$ cat src/core/crs_regs.vh
// register map, field positions, reset values and timing constants of the routine scheduler
`ifndef CRS_REGS_VH
`define CRS_REGS_VH

// ==========================================================================
// register byte offsets (bits [7:0] of the wishbone address)
`define CRS_ADDR_CTRL        8'h00
`define CRS_ADDR_TIMING      8'h04
`define CRS_ADDR_PERIOD      8'h08
`define CRS_ADDR_STEPCFG     8'h0C
`define CRS_ADDR_STATUS      8'h10

// ==========================================================================
// control register fields
`define CRS_CTRL_SOC         0
`define CRS_CTRL_CYCLIC_EN   1
`define CRS_CTRL_BAL_HOLD    2
`define CRS_CTRL_TIM_HOLD    3
`define CRS_CTRL_REF_EN      4
`define CRS_CTRL_REF_DYN     5
`define CRS_CTRL_BAL_REQ     6

// ==========================================================================
// timing register fields, all in timebase ticks
`define CRS_TIM_SOC_LSB      0
`define CRS_TIM_CYC_LSB      8
`define CRS_TIM_SETTLE_LSB   16
`define CRS_TIM_CUR_LSB      24
`define CRS_TIM_FIELD_W      8

// ==========================================================================
// optional step period selects, three bits each
`define CRS_SEL_W            3
`define CRS_SEL_AUX_LSB      0
`define CRS_SEL_CTERM_LSB    3
`define CRS_SEL_BTERM_LSB    6
`define CRS_SEL_HARDWARE_SELF_CHECK_STEP_LSB     9

// ==========================================================================
// status register fields
`define CRS_STAT_ACTIVE      0
`define CRS_STAT_OVERRUN     1

// ==========================================================================
// reset values
`define CRS_CTRL_RST         32'h00000000
`define CRS_TIMING_RST       32'h00000A0A
`define CRS_PERIOD_RST       32'h000003E8
`define CRS_STEPCFG_RST      32'h00000000

// ==========================================================================
// timebase
`define CRS_CLK_PERIOD_NS    10
`define CRS_TICK_NS          1000
`define CRS_TICK_CYCLES      (`CRS_TICK_NS / `CRS_CLK_PERIOD_NS)

`endif

$ cat src/core/crs_step_timer.v
// loadable down counter that advances on the timebase tick
module crs_step_timer #(
   parameter W = 16
) (
   input  wire         clk_i,
   input  wire         rst_i,
   input  wire         load_i,
   input  wire [W-1:0] load_val_i,
   input  wire         tick_i,
   output wire         zero_o
);

   reg [W-1:0] count;

   // ==========================================================================
   // counter
   always @(posedge clk_i) begin
      if (rst_i) begin
         count <= {W{1'b0}};
      end else if (load_i) begin
         count <= load_val_i;
      end else if (tick_i && (count != {W{1'b0}})) begin
         count <= count - {{(W-1){1'b0}}, 1'b1};
      end
   end

   assign zero_o = (count == {W{1'b0}});

endmodule // crs_step_timer

$ cat src/core/crs_period_match.v
// decides per optional step whether it runs in the current period
module crs_period_match #(
   parameter NSTEP = 4,
   parameter SELW  = 3,
   parameter CNTW  = 16
) (
   input  wire [NSTEP*SELW-1:0] sel_i,
   input  wire [CNTW-1:0]       count_i,
   output wire [NSTEP-1:0]      run_o
);

   localparam [CNTW-1:0] ONE = {{(CNTW-1){1'b0}}, 1'b1};

   // ==========================================================================
   // per step: code 0 skips, code c runs every 2**c periods
   genvar g;
   generate
      for (g = 0; g < NSTEP; g = g + 1) begin : g_step
         wire [SELW-1:0] sel  = sel_i[g*SELW +: SELW];
         wire [CNTW-1:0] mask = (ONE << sel) - ONE;
         assign run_o[g] = (sel != {SELW{1'b0}}) && ((count_i & mask) == {CNTW{1'b0}});
      end
   endgenerate

endmodule // crs_period_match

$ cat src/core/crs_sched.v
// voltage conversion routine scheduler with wishbone register slave
//
// Contract
// - step duration from on-demand field, or cyclic field for cyclic runs.
// - active phase length follows scheduled steps and their durations.
// - active-phase flag high for the whole active phase, any mode.
// - after active phase, idle until the routine period ends.
// - active phase longer than period sets overrun latch; runs back to back.
// - period counter increments by one at each period end.
// - each optional step has a period select; code 010 means every 4.
// - cell and stack steps always run.
// - mandatory steps pause balancing only when balance auto-hold is 1.
// - optional steps can be skipped or run periodically.
// - auxiliary input step leaves balancing running.
// - cell-terminal, balance-terminal, self-check steps always stop balancing.
// - paused balancing freezes balance timer when timer auto-hold is 1.
// - with balance auto-hold 1, each trigger waits the settling delay before the routine.
// - settling delay only when balance auto-hold is 1.
// - cell step may wait further to align with next current sample.
// - dynamic regulator on from trigger until self-check ends; enable alone always on.
// - one routine at a time; host must not mix modes while active.
// - fault override aborts the routine and returns it to idle.
`include "crs_regs.vh"

module crs_sched #(
   parameter TICK_CYCLES = `CRS_TICK_CYCLES,
   parameter CNTW        = 16
) (
   input  wire        clk_i,
   input  wire        rst_i,
   input  wire        wb_cyc_i,
   input  wire        wb_stb_i,
   input  wire        wb_we_i,
   input  wire [31:0] wb_adr_i,
   input  wire [3:0]  wb_sel_i,
   input  wire [31:0] wb_dat_i,
   output reg  [31:0] wb_dat_o,
   output reg         wb_ack_o,
   input  wire        fault_override_i,
   output reg         active_phase_o,
   output reg         balance_enable_o,
   output reg         balance_timer_run_o,
   output reg         ref_regulator_on_o,
   output reg  [2:0]  step_o,
   output reg         step_valid_o
);

   localparam [2:0] ST_IDLE   = 3'h0;
   localparam [2:0] ST_SETTLE = 3'h1;
   localparam [2:0] ST_ALIGN  = 3'h2;
   localparam [2:0] ST_LOAD   = 3'h3;
   localparam [2:0] ST_RUN    = 3'h4;

   localparam [2:0] STEP_CELL  = 3'h0;
   localparam [2:0] STEP_STACK = 3'h1;
   localparam [2:0] STEP_CTERM = 3'h3;
   localparam [2:0] STEP_LAST  = 3'h5;

   localparam TW = `CRS_TIM_FIELD_W;

   // ==========================================================================
   // registers and state
   reg  [31:0]     ctrl;
   reg  [31:0]     timing;
   reg  [31:0]     period;
   reg  [31:0]     stepcfg;
   reg             overrun_latch;
   reg  [2:0]      state;
   reg  [2:0]      step_idx;
   reg  [5:0]      run_mask;
   reg             cyc_mode;
   reg             cyc_running;
   reg             cyc_lock;
   reg             pend_start;
   reg  [15:0]     per_elapsed;
   reg  [CNTW-1:0] period_counter;
   reg  [TW-1:0]   cur_cnt;
   reg  [15:0]     tick_div;
   reg             tick;
   reg             ovr_meta;
   reg             ovr_sync;
   reg             soc_pulse;

   wire            wb_req = wb_cyc_i && wb_stb_i && !wb_ack_o;
   wire            wb_wr  = wb_req && wb_we_i;
   wire [7:0]      adr    = wb_adr_i[7:0];
   wire            active = (state != ST_IDLE);
   wire            bal_hold = ctrl[`CRS_CTRL_BAL_HOLD];
   wire            tim_hold = ctrl[`CRS_CTRL_TIM_HOLD];
   wire            cyc_en   = ctrl[`CRS_CTRL_CYCLIC_EN];
   wire [TW-1:0]   dur_soc  = timing[`CRS_TIM_SOC_LSB +: TW];
   wire [TW-1:0]   dur_cyc  = timing[`CRS_TIM_CYC_LSB +: TW];
   wire [TW-1:0]   settle   = timing[`CRS_TIM_SETTLE_LSB +: TW];
   wire [TW-1:0]   cur_step = timing[`CRS_TIM_CUR_LSB +: TW];
   wire [3:0]      opt_run;
   wire            tmr_zero;
   reg             tmr_load;
   reg  [15:0]     tmr_val;

   // period ends on the tick that reaches the programmed length
   wire            period_end = cyc_running && tick && ((per_elapsed + 16'h0001) >= period[15:0]);
   wire            start_cyc  = !active && !ovr_sync && cyc_en && !cyc_lock && (pend_start || !cyc_running);
   // on-demand ignored while cyclic is enabled or a routine is already running
   wire            start_soc  = !active && !ovr_sync && !cyc_en && soc_pulse;
   wire            finishing  = ((state == ST_RUN) && tmr_zero && (step_idx == STEP_LAST)) ||
                                ((state == ST_LOAD) && !run_mask[step_idx] && (step_idx == STEP_LAST));

   function [31:0] bytewrite;
      input [31:0] old;
      input [31:0] d;
      input [3:0]  sel;
      integer      i;
      begin
         bytewrite = old;
         for (i = 0; i < 4; i = i + 1) begin
            if (sel[i]) begin
               bytewrite[i*8 +: 8] = d[i*8 +: 8];
            end
         end
      end
   endfunction

   // ==========================================================================
   // timebase divider and override synchroniser
   always @(posedge clk_i) begin
      if (rst_i) begin
         tick_div <= 16'h0000;
         tick     <= 1'b0;
         ovr_meta <= 1'b0;
         ovr_sync <= 1'b0;
      end else begin
         ovr_meta <= fault_override_i;
         ovr_sync <= ovr_meta;
         if (tick_div == TICK_CYCLES[15:0] - 16'h0001) begin
            tick_div <= 16'h0000;
            tick     <= 1'b1;
         end else begin
            tick_div <= tick_div + 16'h0001;
            tick     <= 1'b0;
         end
      end
   end

   // free running current sample phase, used to align the cell step
   always @(posedge clk_i) begin
      if (rst_i) begin
         cur_cnt <= {TW{1'b0}};
      end else if (tick) begin
         if (cur_cnt == {TW{1'b0}}) begin
            cur_cnt <= (cur_step == {TW{1'b0}}) ? {TW{1'b0}} : cur_step - {{(TW-1){1'b0}}, 1'b1};
         end else begin
            cur_cnt <= cur_cnt - {{(TW-1){1'b0}}, 1'b1};
         end
      end
   end

   // ==========================================================================
   // wishbone slave: one wait state, unmapped reads return zero
   always @(posedge clk_i) begin
      if (rst_i) begin
         ctrl      <= `CRS_CTRL_RST;
         timing    <= `CRS_TIMING_RST;
         period    <= `CRS_PERIOD_RST;
         stepcfg   <= `CRS_STEPCFG_RST;
         soc_pulse <= 1'b0;
         wb_ack_o  <= 1'b0;
         wb_dat_o  <= 32'h00000000;
      end else begin
         wb_ack_o  <= wb_req;
         soc_pulse <= 1'b0;
         if (wb_wr) begin
            case (adr)
               `CRS_ADDR_CTRL: begin
                  ctrl      <= bytewrite(ctrl, wb_dat_i, wb_sel_i) & 32'h0000007E;
                  soc_pulse <= wb_sel_i[0] && wb_dat_i[`CRS_CTRL_SOC];
               end
               `CRS_ADDR_TIMING:  timing  <= bytewrite(timing, wb_dat_i, wb_sel_i);
               `CRS_ADDR_PERIOD:  period  <= bytewrite(period, wb_dat_i, wb_sel_i) & 32'h0000FFFF;
               `CRS_ADDR_STEPCFG: stepcfg <= bytewrite(stepcfg, wb_dat_i, wb_sel_i) & 32'h00000FFF;
               default: begin
               end
            endcase
         end
         if (wb_req && !wb_we_i) begin
            case (adr)
               `CRS_ADDR_CTRL:    wb_dat_o <= ctrl | {31'h0, active && !cyc_mode};
               `CRS_ADDR_TIMING:  wb_dat_o <= timing;
               `CRS_ADDR_PERIOD:  wb_dat_o <= period;
               `CRS_ADDR_STEPCFG: wb_dat_o <= stepcfg;
               `CRS_ADDR_STATUS:  wb_dat_o <= {period_counter[15:0], 5'h00, step_idx, 3'h0, ref_regulator_on_o,
                                               !balance_timer_run_o && ctrl[`CRS_CTRL_BAL_REQ],
                                               !balance_enable_o && ctrl[`CRS_CTRL_BAL_REQ],
                                               overrun_latch, active};
               default:           wb_dat_o <= 32'h00000000;
            endcase
         end
      end
   end

   // ==========================================================================
   // overrun latch: set wins over the write-one clear
   always @(posedge clk_i) begin
      if (rst_i) begin
         overrun_latch <= 1'b0;
      end else if (period_end && active && !finishing) begin
         overrun_latch <= 1'b1;
      end else if (wb_wr && (adr == `CRS_ADDR_STATUS) && wb_sel_i[0] && wb_dat_i[`CRS_STAT_OVERRUN]) begin
         overrun_latch <= 1'b0;
      end
   end

   // ==========================================================================
   // period timing and counter
   always @(posedge clk_i) begin
      if (rst_i) begin
         per_elapsed    <= 16'h0000;
         period_counter <= {CNTW{1'b0}};
         pend_start     <= 1'b0;
         cyc_running    <= 1'b0;
         cyc_lock       <= 1'b0;
      end else begin
         if (!cyc_en) begin
            cyc_lock <= 1'b0;
         end else if (ovr_sync && cyc_running) begin
            cyc_lock <= 1'b1;
         end
         if (!cyc_en || ovr_sync) begin
            cyc_running <= 1'b0;
            pend_start  <= 1'b0;
            per_elapsed <= 16'h0000;
         end else if (start_cyc) begin
            cyc_running <= 1'b1;
            pend_start  <= 1'b0;
            if (!cyc_running) begin
               per_elapsed <= 16'h0000;
            end
         end else if (period_end) begin
            per_elapsed <= 16'h0000;
            pend_start  <= 1'b1;
         end else if (cyc_running && tick) begin
            per_elapsed <= per_elapsed + 16'h0001;
         end
         if (period_end || (finishing && !cyc_mode)) begin
            period_counter <= period_counter + {{(CNTW-1){1'b0}}, 1'b1};
         end
      end
   end

   // ==========================================================================
   // routine sequencer
   always @* begin
      tmr_load = 1'b0;
      tmr_val  = 16'h0000;
      if ((start_cyc || start_soc) && bal_hold) begin
         tmr_load = 1'b1;
         tmr_val  = {8'h00, settle};
      end else if ((state == ST_LOAD) && run_mask[step_idx]) begin
         tmr_load = 1'b1;
         tmr_val  = {8'h00, cyc_mode ? dur_cyc : dur_soc};
      end
   end

   always @(posedge clk_i) begin
      if (rst_i) begin
         state    <= ST_IDLE;
         step_idx <= STEP_CELL;
         run_mask <= 6'h00;
         cyc_mode <= 1'b0;
      end else if (ovr_sync) begin
         state    <= ST_IDLE;
         step_idx <= STEP_CELL;
      end else begin
         case (state)
            ST_IDLE: begin
               if (start_cyc || start_soc) begin
                  cyc_mode <= start_cyc;
                  run_mask <= {opt_run, 2'b11};
                  step_idx <= STEP_CELL;
                  state    <= bal_hold ? ST_SETTLE : ST_ALIGN;
               end
            end
            ST_SETTLE: begin
               if (tmr_zero) begin
                  state <= ST_ALIGN;
               end
            end
            ST_ALIGN: begin
               // at most one current step of extra wait
               if ((cur_step == {TW{1'b0}}) || (tick && (cur_cnt == {TW{1'b0}}))) begin
                  state <= ST_LOAD;
               end
            end
            ST_LOAD: begin
               if (run_mask[step_idx]) begin
                  state <= ST_RUN;
               end else if (step_idx == STEP_LAST) begin
                  state <= ST_IDLE;
               end else begin
                  step_idx <= step_idx + 3'h1;
               end
            end
            ST_RUN: begin
               if (tmr_zero) begin
                  if (step_idx == STEP_LAST) begin
                     state    <= ST_IDLE;
                     step_idx <= STEP_CELL;
                  end else begin
                     step_idx <= step_idx + 3'h1;
                     state    <= ST_LOAD;
                  end
               end
            end
            default: state <= ST_IDLE;
         endcase
      end
   end

   // ==========================================================================
   // balance, regulator and status outputs
   wire in_step   = (state == ST_LOAD) || (state == ST_RUN);
   wire mand_step = in_step && (step_idx <= STEP_STACK);
   wire hard_stop = in_step && (step_idx >= STEP_CTERM);
   // aux step (index 2) is neither mandatory nor a hard stop, so balancing continues
   wire paused    = hard_stop || (bal_hold && (mand_step || (state == ST_SETTLE) || (state == ST_ALIGN)));
   wire bal_req   = ctrl[`CRS_CTRL_BAL_REQ];

   always @(posedge clk_i) begin
      if (rst_i) begin
         active_phase_o      <= 1'b0;
         balance_enable_o    <= 1'b0;
         balance_timer_run_o <= 1'b0;
         ref_regulator_on_o  <= 1'b0;
         step_o              <= 3'h0;
         step_valid_o        <= 1'b0;
      end else begin
         active_phase_o      <= active;
         balance_enable_o    <= bal_req && !paused;
         balance_timer_run_o <= bal_req && !(paused && tim_hold);
         ref_regulator_on_o  <= ctrl[`CRS_CTRL_REF_EN] && (!ctrl[`CRS_CTRL_REF_DYN] || active);
         step_o              <= step_idx;
         step_valid_o        <= (state == ST_RUN);
      end
   end

   // ==========================================================================
   // submodules
   crs_step_timer #(
      .W (16)
   ) u_timer (
      .clk_i      (clk_i),
      .rst_i      (rst_i),
      .load_i     (tmr_load),
      .load_val_i (tmr_val),
      .tick_i     (tick),
      .zero_o     (tmr_zero)
   );

   crs_period_match #(
      .NSTEP (4),
      .SELW  (`CRS_SEL_W),
      .CNTW  (CNTW)
   ) u_match (
      .sel_i   (stepcfg[11:0]),
      .count_i (period_counter),
      .run_o   (opt_run)
   );

endmodule // crs_sched

$ cat config.mk
export PLATFORM = sky130hd
export DESIGN_NAME = crs_sched
export DESIGN_NICKNAME = d
export VERILOG_FILES = /design/src/core/crs_step_timer.v /design/src/core/crs_period_match.v /design/src/core/crs_sched.v
export VERILOG_INCLUDE_DIRS = /design/src /design/src/core
export SDC_FILE = /design/constraint.sdc
export NUM_CORES = 1
export LEC_CHECK = 0
export ABC_AREA = 1
export BUFFER_PORTS_ARGS = -buffer_cell sky130_fd_sc_hd__clkbuf_2
export CORE_ASPECT_RATIO = 0.9
export CORE_UTILIZATION = 54
export CTS_CLUSTER_DIAMETER = 150
export DETAILED_ROUTE_END_ITERATION = 8
export PLACE_DENSITY = 0.88
export SETUP_SLACK_MARGIN = 0.02
export SKIP_LAST_GASP = 1
export SLEW_MARGIN = 10
export SYNTH_ARGS = -nofsm -noshare
export SYNTH_HDL_FRONTEND = slang
export SYNTH_SLANG_ARGS = --single-unit
$ cat constraint.sdc
create_clock -name clk_i -period 2.8 [get_ports clk_i]
set_input_delay 0.42 -clock clk_i [delete_from_list [all_inputs] [get_ports clk_i]]
set_output_delay 0.42 -clock clk_i [all_outputs]
set_load 0.02 [all_outputs]
* Word-level counts from Yosys, hierarchy flattened
Index checks and enable logic that the tools add are counted.
** Word-level totals
- Logic and storage cells :: 220
- Flip-flop bits (word level) :: 200
** Cells by class
- Mux-type cells :: 34
- Reduce and logical (&&, ||, !) cells :: 106
- Shift-type cells :: 4
- $lt $le $gt $ge :: 4
- Bitwise gates (word level) :: 9
- $add $sub $neg :: 11
- Equal/unequal tests :: 18
** Operators with widths (count)
- one-hot mux 32 bit (5 select lines) :: 1
- 2-to-1 mux 16 bit :: 6
- zero test 16 bit :: 5
- subtractor 16 x 1 -> 16 bit, second input constant :: 5
- AND 16 bit :: 4
- << shifter 1 x 3 -> 16 bit, first input constant :: 4
- adder 16 x 1 -> 16 bit, second input constant :: 3
- logical AND 1 bit :: 42
- 2-to-1 mux 8 bit :: 5
- 2-to-1 mux 3 bit :: 11
- AND reduction 3 bit :: 10
- zero test 8 bit :: 3
- nonzero test 3 bit :: 7
- equality test 16 x 7 -> 1 bit, second input constant :: 1
- equality test 8 x 4 -> 1 bit, second input constant :: 2
- greater-or-equal comparator 16 bit :: 1
- nonzero test 16 bit :: 1
- subtractor 8 x 1 -> 8 bit, second input constant :: 2
- zero test 1 bit :: 15
- one-hot mux 3 bit (5 select lines) :: 1
- inequality test 2 bit, second input constant :: 7
- logical OR 1 bit :: 11
- AND reduction 5 bit :: 2
- one-hot mux 3 bit (3 select lines) :: 1
- 20 further kinds :: 36

* Logic depth before layout (Yosys ltp)
Gate-level depths: netlist of run 1.
- Depth in word-level cells :: 10
- Depth in mapped cells :: 18
- Depth with buffers taken out :: 18

* Modules after synthesis
A second synthesis of run 1 with hierarchy kept.
** Second synthesis, totals
- Cells, all modules :: 1685
- Area, all modules :: 11259.5 um^2
** Modules (own cells, without submodules)
- crs_sched :: instances 1, seq. area each 3663.5 um^2, area an instance 9200.1 um^2, cells each 1278
- crs_step_timer :: instances 1, seq. area each 320.3 um^2, area an instance 1206.2 um^2, cells each 220
- crs_period_match :: instances 1, seq. area each 0.0 um^2, area an instance 853.3 um^2, cells each 187

* Worst setup path before layout of run 1
No wires, ideal clock.
- Kind :: register -> register
- Start :: reg per_elapsed[0]
- End :: reg per_elapsed[10]
- Clock period less this slack :: 2.645 ns
- Required time :: 2.734 ns
- Arrival :: 2.579 ns
- Slack :: 0.155 ns
- Cell stages (with the launch flop) :: 17
- Setup time :: 0.066 ns
- Buffers on the path :: 1
- Cells stage by stage :: dfxtp_1 ha_1 and3_1 nand2_1 nor2_1 nand2_1 xnor2_1 ha_1 nand2_1 o21bai_1 nand2_1 a21oi_1 nand3_1 nand2_1 clkbuf_1 nand3_1 a21oi_2
** On the way
- Longest elaborated chain between the ends :: 5
** RTL lines
- from (decl) :: RTL line crs_sched.v:75 : reg [15:0] per_elapsed;
- from (signal assigned) :: RTL line crs_sched.v:241 : per_elapsed <= per_elapsed + 16'h0001;
- adder 16 x 1 -> 16 bit (*) :: RTL line crs_sched.v:101, crs_sched.v:241
- greater-or-equal comparator 16 bit :: RTL line crs_sched.v:101 : wire period_end = cyc_running && tick && ((per_elapsed + 16'h0001) >= period[15:0]);
- logical AND 1 bit :: RTL line crs_sched.v:101
- nonzero test 3 bit (no source line) or 2-to-1 mux 16 bit (tied branches)
- AND reduction 2 bit (no source line) or 2-to-1 mux 16 bit (tied branches)
Mark *: on every way between the ends. The rest lies on a longest branch, timed or not. The select of a mux whose other input is x is not followed.
A chain may end at the register's enable or synchronous reset.

* Final worst setup path of run 1
- Start :: reg per_elapsed[1]
- End :: reg period_counter[1]
** On the way
- Longest elaborated chain between the ends :: 4
** RTL lines
- adder 16 x 1 -> 16 bit :: RTL line crs_sched.v:101
- greater-or-equal comparator 16 bit :: RTL line crs_sched.v:101
- logical AND 1 bit :: RTL line crs_sched.v:101
- logical OR 1 bit :: RTL line crs_sched.v:243 : if (period_end || (finishing && !cyc_mode)) begin
- to (signal assigned) :: RTL line crs_sched.v:217 : period_counter <= {CNTW{1'b0}};
- to (signal assigned) :: RTL line crs_sched.v:244 : period_counter <= period_counter + {{(CNTW-1){1'b0}}, 1'b1};
- to (decl) :: RTL line crs_sched.v:76 : reg [CNTW-1:0] period_counter;
No other way between the ends.

==> results of run 1 <==
## routing by layer
metal | up-vias | global-route usage | routed length [um]
met5 | - | 0 | 0
met1 | 4995 | 0.403 | 12800
met4 | 0 | 0.130 | 1110
met2 | 594 | 0.468 | 14000
li1 | 5185 | - | -
met3 | 107 | 0.0589 | 3040
## repair_timing
| item | in CTS | in global routing |
|---|---|---|
| resized for setup | 10 | 37 |
| pin swaps | 1 | 17 |
| gates cloned | 0 | 2 |
| hold buffers | 0 | 0 |
| endpoints found under the setup margin | 32 | 32 |
| buffers inserted | 0 | 6 |
## worst max-delay path by stage
| stage | from | endpoint | slack, ns | cells past startpoint |
|---|---|---|---|---|
| floorplan | per_elapsed[0] | per_elapsed[10] | 0.16 | 16 |
| global placement | per_elapsed[0] | period_counter[1] | 0.02 | 16 |
| detailed placement | per_elapsed[0] | period_counter[0] | -0.12 | 17 |
| CTS | per_elapsed[2] | period_counter[6] | 0.05 | 16 |
| global route | per_elapsed[1] | period_counter[1] | -0.18 | 17 |
| finish | per_elapsed[1] | period_counter[1] | -0.09 | 18 |
## worst register-to-register path: stages (launching register included)
cell	delay [ns]
dfxtp_2	0.37
buf_4	0.12
nand3_2	0.12
nand3b_1	0.25
buf_4	0.17
xor2_1	0.12
inv_1	0.11
ha_4	0.29
nand2_1	0.08
nor2_1	0.17
nand2_1	0.11
nand2_2	0.10
nand2_2	0.08
nand3_4	0.14
nand2_8	0.12
buf_12	0.17
nand3_1	0.09
nand2_1	0.11
nor2_1	0.11
## flip-flops by register name (all words and copies together) (netlist names), 3 cells and up
name            flops
ctrl                6
cur_cnt             8
per_elapsed        16
period             16
period_counter     16
run_mask            5
state               3
step_idx            3
step_o              3
stepcfg            12
tick_div           16
timing             32
u_timer.count      16
wb_dat_o           32
## placed cells by master, fill, tap and decap left out, types with 5 or more instances in the layout
cell type,netlist,layout
nand3_1,100,98
nor2_2,6,10
buf_4,4,27
dfxtp_1,199,193
o22ai_1,30,30
xnor2_1,8,7
o21ai_1,7,7
a21oi_2,18,21
o21ai_0,120,120
nor3_1,21,19
inv_1,185,183
a211oi_1,6,6
nand3b_1,5,5
nor2_4,4,6
nand2_1,259,253
dfxtp_2,0,5
inv_2,5,7
clkbuf_2,0,90
clkinvlp_4,0,5
nor4_1,8,8
nand2_8,4,6
nand3_2,5,6
nor2_1,152,146
xor2_1,40,39
ha_1,32,29
a21oi_1,140,137
clkbuf_16,0,19
nand2_2,21,25
nand4_1,20,20
o211ai_1,16,16
a31oi_1,10,10
## metrics by stage
stage               instances  instance area [um2]  worst slack (ns)  hold slack, ns  TNS [ns]
global placement         1818                11400            0.0230           0.400         0
floorplan                1509                10700             0.155           0.388         0
global route             1857                12200            -0.185           0.184     -4.67
CTS                      1849                12000            0.0468           0.186         0
detailed placement       1818                11400            -0.124           0.434     -3.04
finish                   1857                12200           -0.0910           0.186    -0.326
## cell families (layout without fill, tap and decap cells)
group,after synthesis,count (layout)
compound gates,362,362
flops,199,199
simple gates,619,619
buf+inv,249,347
fa+ha+maj,32,32
xor+xnor,48,48
## power groups by stage
stage          Combinational [W]  Sequential, W  Clock, W
3_5_place_dp            0.000593        0.00302         0
4_1_cts                 0.000597        0.00295   0.00249
2_1_floorplan           0.000391        0.00302         0
6_report                0.000611        0.00295   0.00248
5_1_grt                 0.000680        0.00296   0.00261
3_3_place_gp            0.000583        0.00301         0
## layout make-up
type / instances / area share
repair buffers: 122 / 0.0623
flip-flops and latches: 199 / 0.326
clock buffers: 19 / 0.0354
multi-input cells: 1061 / 0.479
inverters: 194 / 0.0600
well taps: 250 / 0.0255
clock inverters: 12 / 0.0120
==> flow_summary.toml, run 1 <==
[status]
status = "finished, violations left"
failed_checks = "negative setup slack"

[detailed_routing]
drtPass1Iterations = 6
ant_nets = 0
num_vias = 10900
avgViaCountPerCell = 5.86
drc = 0
post_drt_wl_per_cell_um = 16.7
dr.first_iter.drc_count = 1380
routed_wirelength_um = 31000

[die]
die_y_um = 135
core_area_um2 = 19300
rows = 48
die_w_um = 150
ios = 115
start_util = 0.554
die_area_um2 = 20300

[pwr]
clkPwrFrac = 0.411
peakVddDrop_mv = 0.446
p_leak_nw = 5.07
switching_share = 0.272
power_switching_w = 0.00164
finalPower_w = 0.00604
seqPwrFrac = 0.488
p_comb_frac = 0.101
powerDensity_nw_per_um2 = 494
internal_power_w = 0.00440

[synthesis]
synth_nets = 1615
synth-xor-area-share = 0.0394
yosys.area.top_type_share = 0.373
yosysMostFrequentCell = "nand2_1"
ys_seq_elements = 199
yosysSeqAreaShare = 0.373
synth_compound_area_frac = 0.191
ys_warn_count = 0
syn_avg_cell_area_um2 = 7.07
synthArstFlopShare = 0
ys_top_cells_by_area = "dfxtp_1 37%, nand2_1 9.1%, a21oi_1 6.6%, inv_1 6.5%, o21ai_0 5.6%"
muxShareOfSynthArea = 0
synth_edf_count = 0
yosysTopAreaCell = "dfxtp_1"
synth_cell_types = 52
synth_flop_cell = "dfxtp_1"
synth_adder_area_share = 0.0375
yosys.area_share.simple = 0.264
synth_cells = 1509
synth_top_family_by_area = "simple AND/OR/NAND/NOR gates"
syn_area_um2 = 10700
synth_top_cells_by_count = "259 x nand2_1, 199 x dfxtp_1, 185 x inv_1"

[grt]
grt_max_degree = 39
grt_pass1_wl_um = 47900
grt.total_usage = 0.300
overflow = 0
antenna_found_initial = 0
grt_pass1_vias = 9758

[setup_path]
critPathTopFamily = "simple AND/OR/NAND/NOR gates"
crit_type = "reg -> reg"
cp.arrival_ns = 3.27
critPathCaptureType = "register"
path_buf_inv = 4
r2r_slack_ns = -0.09
crit_fanout = 8
cp-start-kind = "register"
required_ns = 3.18
crit_top_cell = "nand2_1"
r2r_start = "per_elapsed[1]"
r2r_cells = 18
slowest_delay_ns = 0.37
critPathSlowestCell = "dfxtp_2"
reg2reg_to = "period_counter[1]"
cp_cell_sequence = "buf_4 > nand3_2 > nand3b_1 > buf_4 > xor2_1 > inv_1 > ha_4 > nand2_1 > nor2_1 > nand2_1 > nand2_2 > nand2_2 > nand3_4 > nand2_8 > buf_12 > nand3_1 > nand2_1 > nor2_1"

[sta]
max_freq_mhz = 346
drv_slew = 0
min_period_ns = 2.89
setup_viol = 16
fin_ws_ns = -0.0910
worstMarginPinSlew_ns = 0.735
slew-limit-headroom = 0.510
finClkSkew_ns = 0.00930
finalCritPeriodShare = 1.03
hold_viol_final = 0

[final_layout]
multi_input_area_um2 = 5860
fin_nets = 1701
final_layout_size_suffix_gt1_frac = 0.162
syn_to_final_growth_pct = 14.7
fill_cells = 1628
utilization = 0.635
diodes = 0
seqCellArea_um2 = 3990

[cts]
path_clk_slew_ns = 0.07
cts_tree = "built"
clock-root-buffer = "clkbuf_16"
clk_path_buf_depth = 2
cts_max_level = 4
numCtsBuffers = 17
clock_latency_ns = 0.45
clock-sinks = 199

[min_path]
hold_end = "ovr_meta"
hp-class = "in -> reg"
hold_start = "fault_override_i"
hold_depth = 3

[flow_run]
drv_cap = 0

[place]
gp_congestion = 0.937
port_buffers = 90
hpwl_um = 21300
Power figures use the tool's default switching activity.
==> run 2, diff against run 1 <==
SYNTH_HIERARCHICAL = 1   (was unset)
==> run 2 against run 1 <==
Net effect: the run now ends clean; first-iteration DRC count is 9.6% lower; register-to-register slack improved by 0.31 ns; flip-flop and latch count unchanged; utilization down 0.91 points; synthesized area grew 5.5%; sequential share of layout area is 1.1 points lower; clock power increased by 7%; setup slack improved by 0.31 ns; critical endpoint is now period_counter[4]; largest cell class unchanged.
==> flow_summary.toml, run 2 <==
[sta]
worstMarginPinSlew_ns = 0.747
fin_tns_setup_ns = 0
finClkSkew_ns = 0.0166
min_period_ns = 2.58
finalCritPeriodShare = 0.922
slew-limit-headroom = 0.502
setup_viol = 0
rsz0062_at_grt = "no"
hold_viol_final = 0
drv_slew = 0
max_freq_mhz = 387
timing.hold.ws_ns = 0.187
fin_ws_ns = 0.219

[setup_path]
critPathCaptureType = "register"
r2r_start = "per_elapsed[1]"
cp_cell_sequence = "nand2_1 > nor2_4 > nand4_4 > nor2_1 > xor2_1 > ha_1 > a21oi_1 > o21ai_0 > a21oi_1 > nand2_1 > nand2_4 > buf_6 > nand3_1 > a21oi_2"
slowest_delay_ns = 0.38
r2r_slack_ns = 0.22
required_ns = 3.18
cp-startpoint = "per_elapsed[1]"
critPathTopFamily = "simple AND/OR/NAND/NOR gates"
critPathSlowestCell = "dfxtp_1"
path_buf_inv = 1
crit_type = "reg -> reg"
cp-start-kind = "register"
crit_fanout = 9
cp.arrival_ns = 2.96

[pwr]
seqPwrFrac = 0.477
peakVddDrop_mv = 0.325
p_leak_nw = 5.40
internal_power_w = 0.00436
power_switching_w = 0.00176
switching_share = 0.287
clkPwrFrac = 0.434
p_comb_frac = 0.088
powerDensity_nw_per_um2 = 483

[synthesis]
synth_cell_types = 51
yosys.area.top_type_share = 0.354
synth_flop_cell = "dfxtp_1"
synth_top_cells_by_count = "347 x nand2_1, 212 x inv_1, 199 x dfxtp_1"
syn_area_um2 = 11300
synthArstFlopShare = 0
yosysMostFrequentCell = "nand2_1"
synth_edf_count = 0
ys_top_cells_by_area = "dfxtp_1 35%, nand2_1 12%, inv_1 7.1%, nor2_1 6.5%, a21oi_1 6.0%"
yosysTopAreaCell = "dfxtp_1"
ys_warn_count = 6
yosysSeqAreaShare = 0.354
syn_avg_cell_area_um2 = 6.68
ys_seq_elements = 199
synth_cells = 1685

[detailed_routing]
ant_nets = 0
num_vias = 11700
dr.first_iter.drc_count = 1247
routed_wirelength_um = 32700
avgViaCountPerCell = 5.74
post_drt_wl_per_cell_um = 16.0
drc = 0
drtPass1Iterations = 6

[final_layout]
syn_to_final_growth_pct = 12.5
utilization = 0.626
final_cell_mix = "347 x nand2_1, 211 x inv_1, 195 x dfxtp_1"
fin_nets = 1877
instances_no_fill = 2038
final_common_cell = "nand2_1"
final_layout_size_suffix_gt1_frac = 0.134
fill_cells = 1786
top_regs = "timing x32, wb_dat_o x32"

[cts]
cts_max_level = 4
clock-sinks = 199
clock_latency_ns = 0.46
numCtsBuffers = 17
clk_path_buf_depth = 2
path_clk_slew_ns = 0.09
cts_tree = "built"
clock-root-buffer = "clkbuf_16"
postCtsSetupBuffers = 0

[status]
status = "completed"

[place]
gp_congestion = 0.960
port_buffers = 90
hpwl_um = 23400
dp_slack_ns = 0.168
dp.cells = 2005

[die]
ios = 115
core_area_um2 = 20200
die_area_um2 = 21400
die_w_um = 154
start_util = 0.557
rows = 49
die_y_um = 139

[grt]
grt_max_degree = 51
grt_pass1_vias = 10800
antenna_found_initial = 0
grt_pass1_wl_um = 52400
grt.total_usage = 0.305
overflow = 0

[flow_run]
drv_cap = 0

[min_path]
hold_start = "fault_override_i"
hp-class = "in -> reg"
==> run 2: cell count changes in the layout (fill, tap and decap cells not counted), sizes merged, moves of 12 or more <==
cell   delta
nand3    +28
xor2     -12
nor2     +51
inv      +38
a21oi    -14
nor3     +19
nand2    +91
==> run 2: power by group through the flow <==
stage	Clock, W	Sequential (W)	Combinational, W
2_1_floorplan	0	0.00299	0.000341
3_3_place_gp	0	0.00298	0.000516
3_5_place_dp	0	0.00298	0.000522
4_1_cts	0.00265	0.00292	0.000532
5_1_grt	0.00278	0.00292	0.000601
6_report	0.00266	0.00292	0.000539
==> run 2: stage by stage <==
stage | total power (W) | instance area [um2]
detailed placement | 0.00351 | 12000
global route | 0.00630 | 12700
CTS | 0.00610 | 12600
finish | 0.00611 | 12700
floorplan | 0.00333 | 11300
global placement | 0.00350 | 12000
==> run 2: worst paths after layout <==
path | endpoint | depth (start not counted)
min reg2reg | ovr_sync | 2
min | ovr_meta | 3
max | period_counter[4] | 14
max reg2reg | period_counter[4] | 14
==> run 2: logic make-up (layout without fill, tap and decap cells) <==
kind of cell,Yosys count,after routing,synth area share
adder cells (fa/ha/maj),34,34,0.0378
XOR/XNOR,34,34,0.0264
AND/OR/NAND/NOR,798,798,0.317
other,1,9,0.000333
AO/OA/AOI/OAI,337,337,0.164
buffers and inverters,282,372,0.100
flip-flops,199,199,0.354
==> run 2: cell type report <==
class | count | area [um2] | share of cell area
Multi-Input combinational cell | 1211 | 6220 | 0.491
Sequential cell | 199 | 3990 | 0.315
Inverter | 228 | 858 | 0.0678
Timing Repair Buffer | 112 | 632 | 0.0499
Clock buffer | 17 | 425 | 0.0336
Tap cell | 255 | 319 | 0.0252
Clock inverter | 15 | 220 | 0.0174
Antenna cell | 1 | 2.50 | 0.000198
==> run 2: tightest hold or removal path, cell delays in order <==
cell and delay [ns]:
clkbuf_2 0.08, inv_1 0.06, nor2_1 0.04
==> run 2: metal layers <==
| metal | share of wire | up-vias | track usage |
|---|---|---|---|
| li1 | - | 5658 | - |
| met1 | 0.41 | 5322 | 0.391 |
| met2 | 0.45 | 617 | 0.479 |
| met3 | 0.11 | 106 | 0.0834 |
| met4 | 0.038 | 0 | 0.135 |
| met5 | 0 | - | 0 |
==> run 2: timing repair <==
item | 4_1_cts | 5_1_grt
endpoints found under the setup margin | 0 | 34
hold buffers | 0 | 0
endpoints found under the hold margin | 0 | 0
resized for setup | 0 | 14
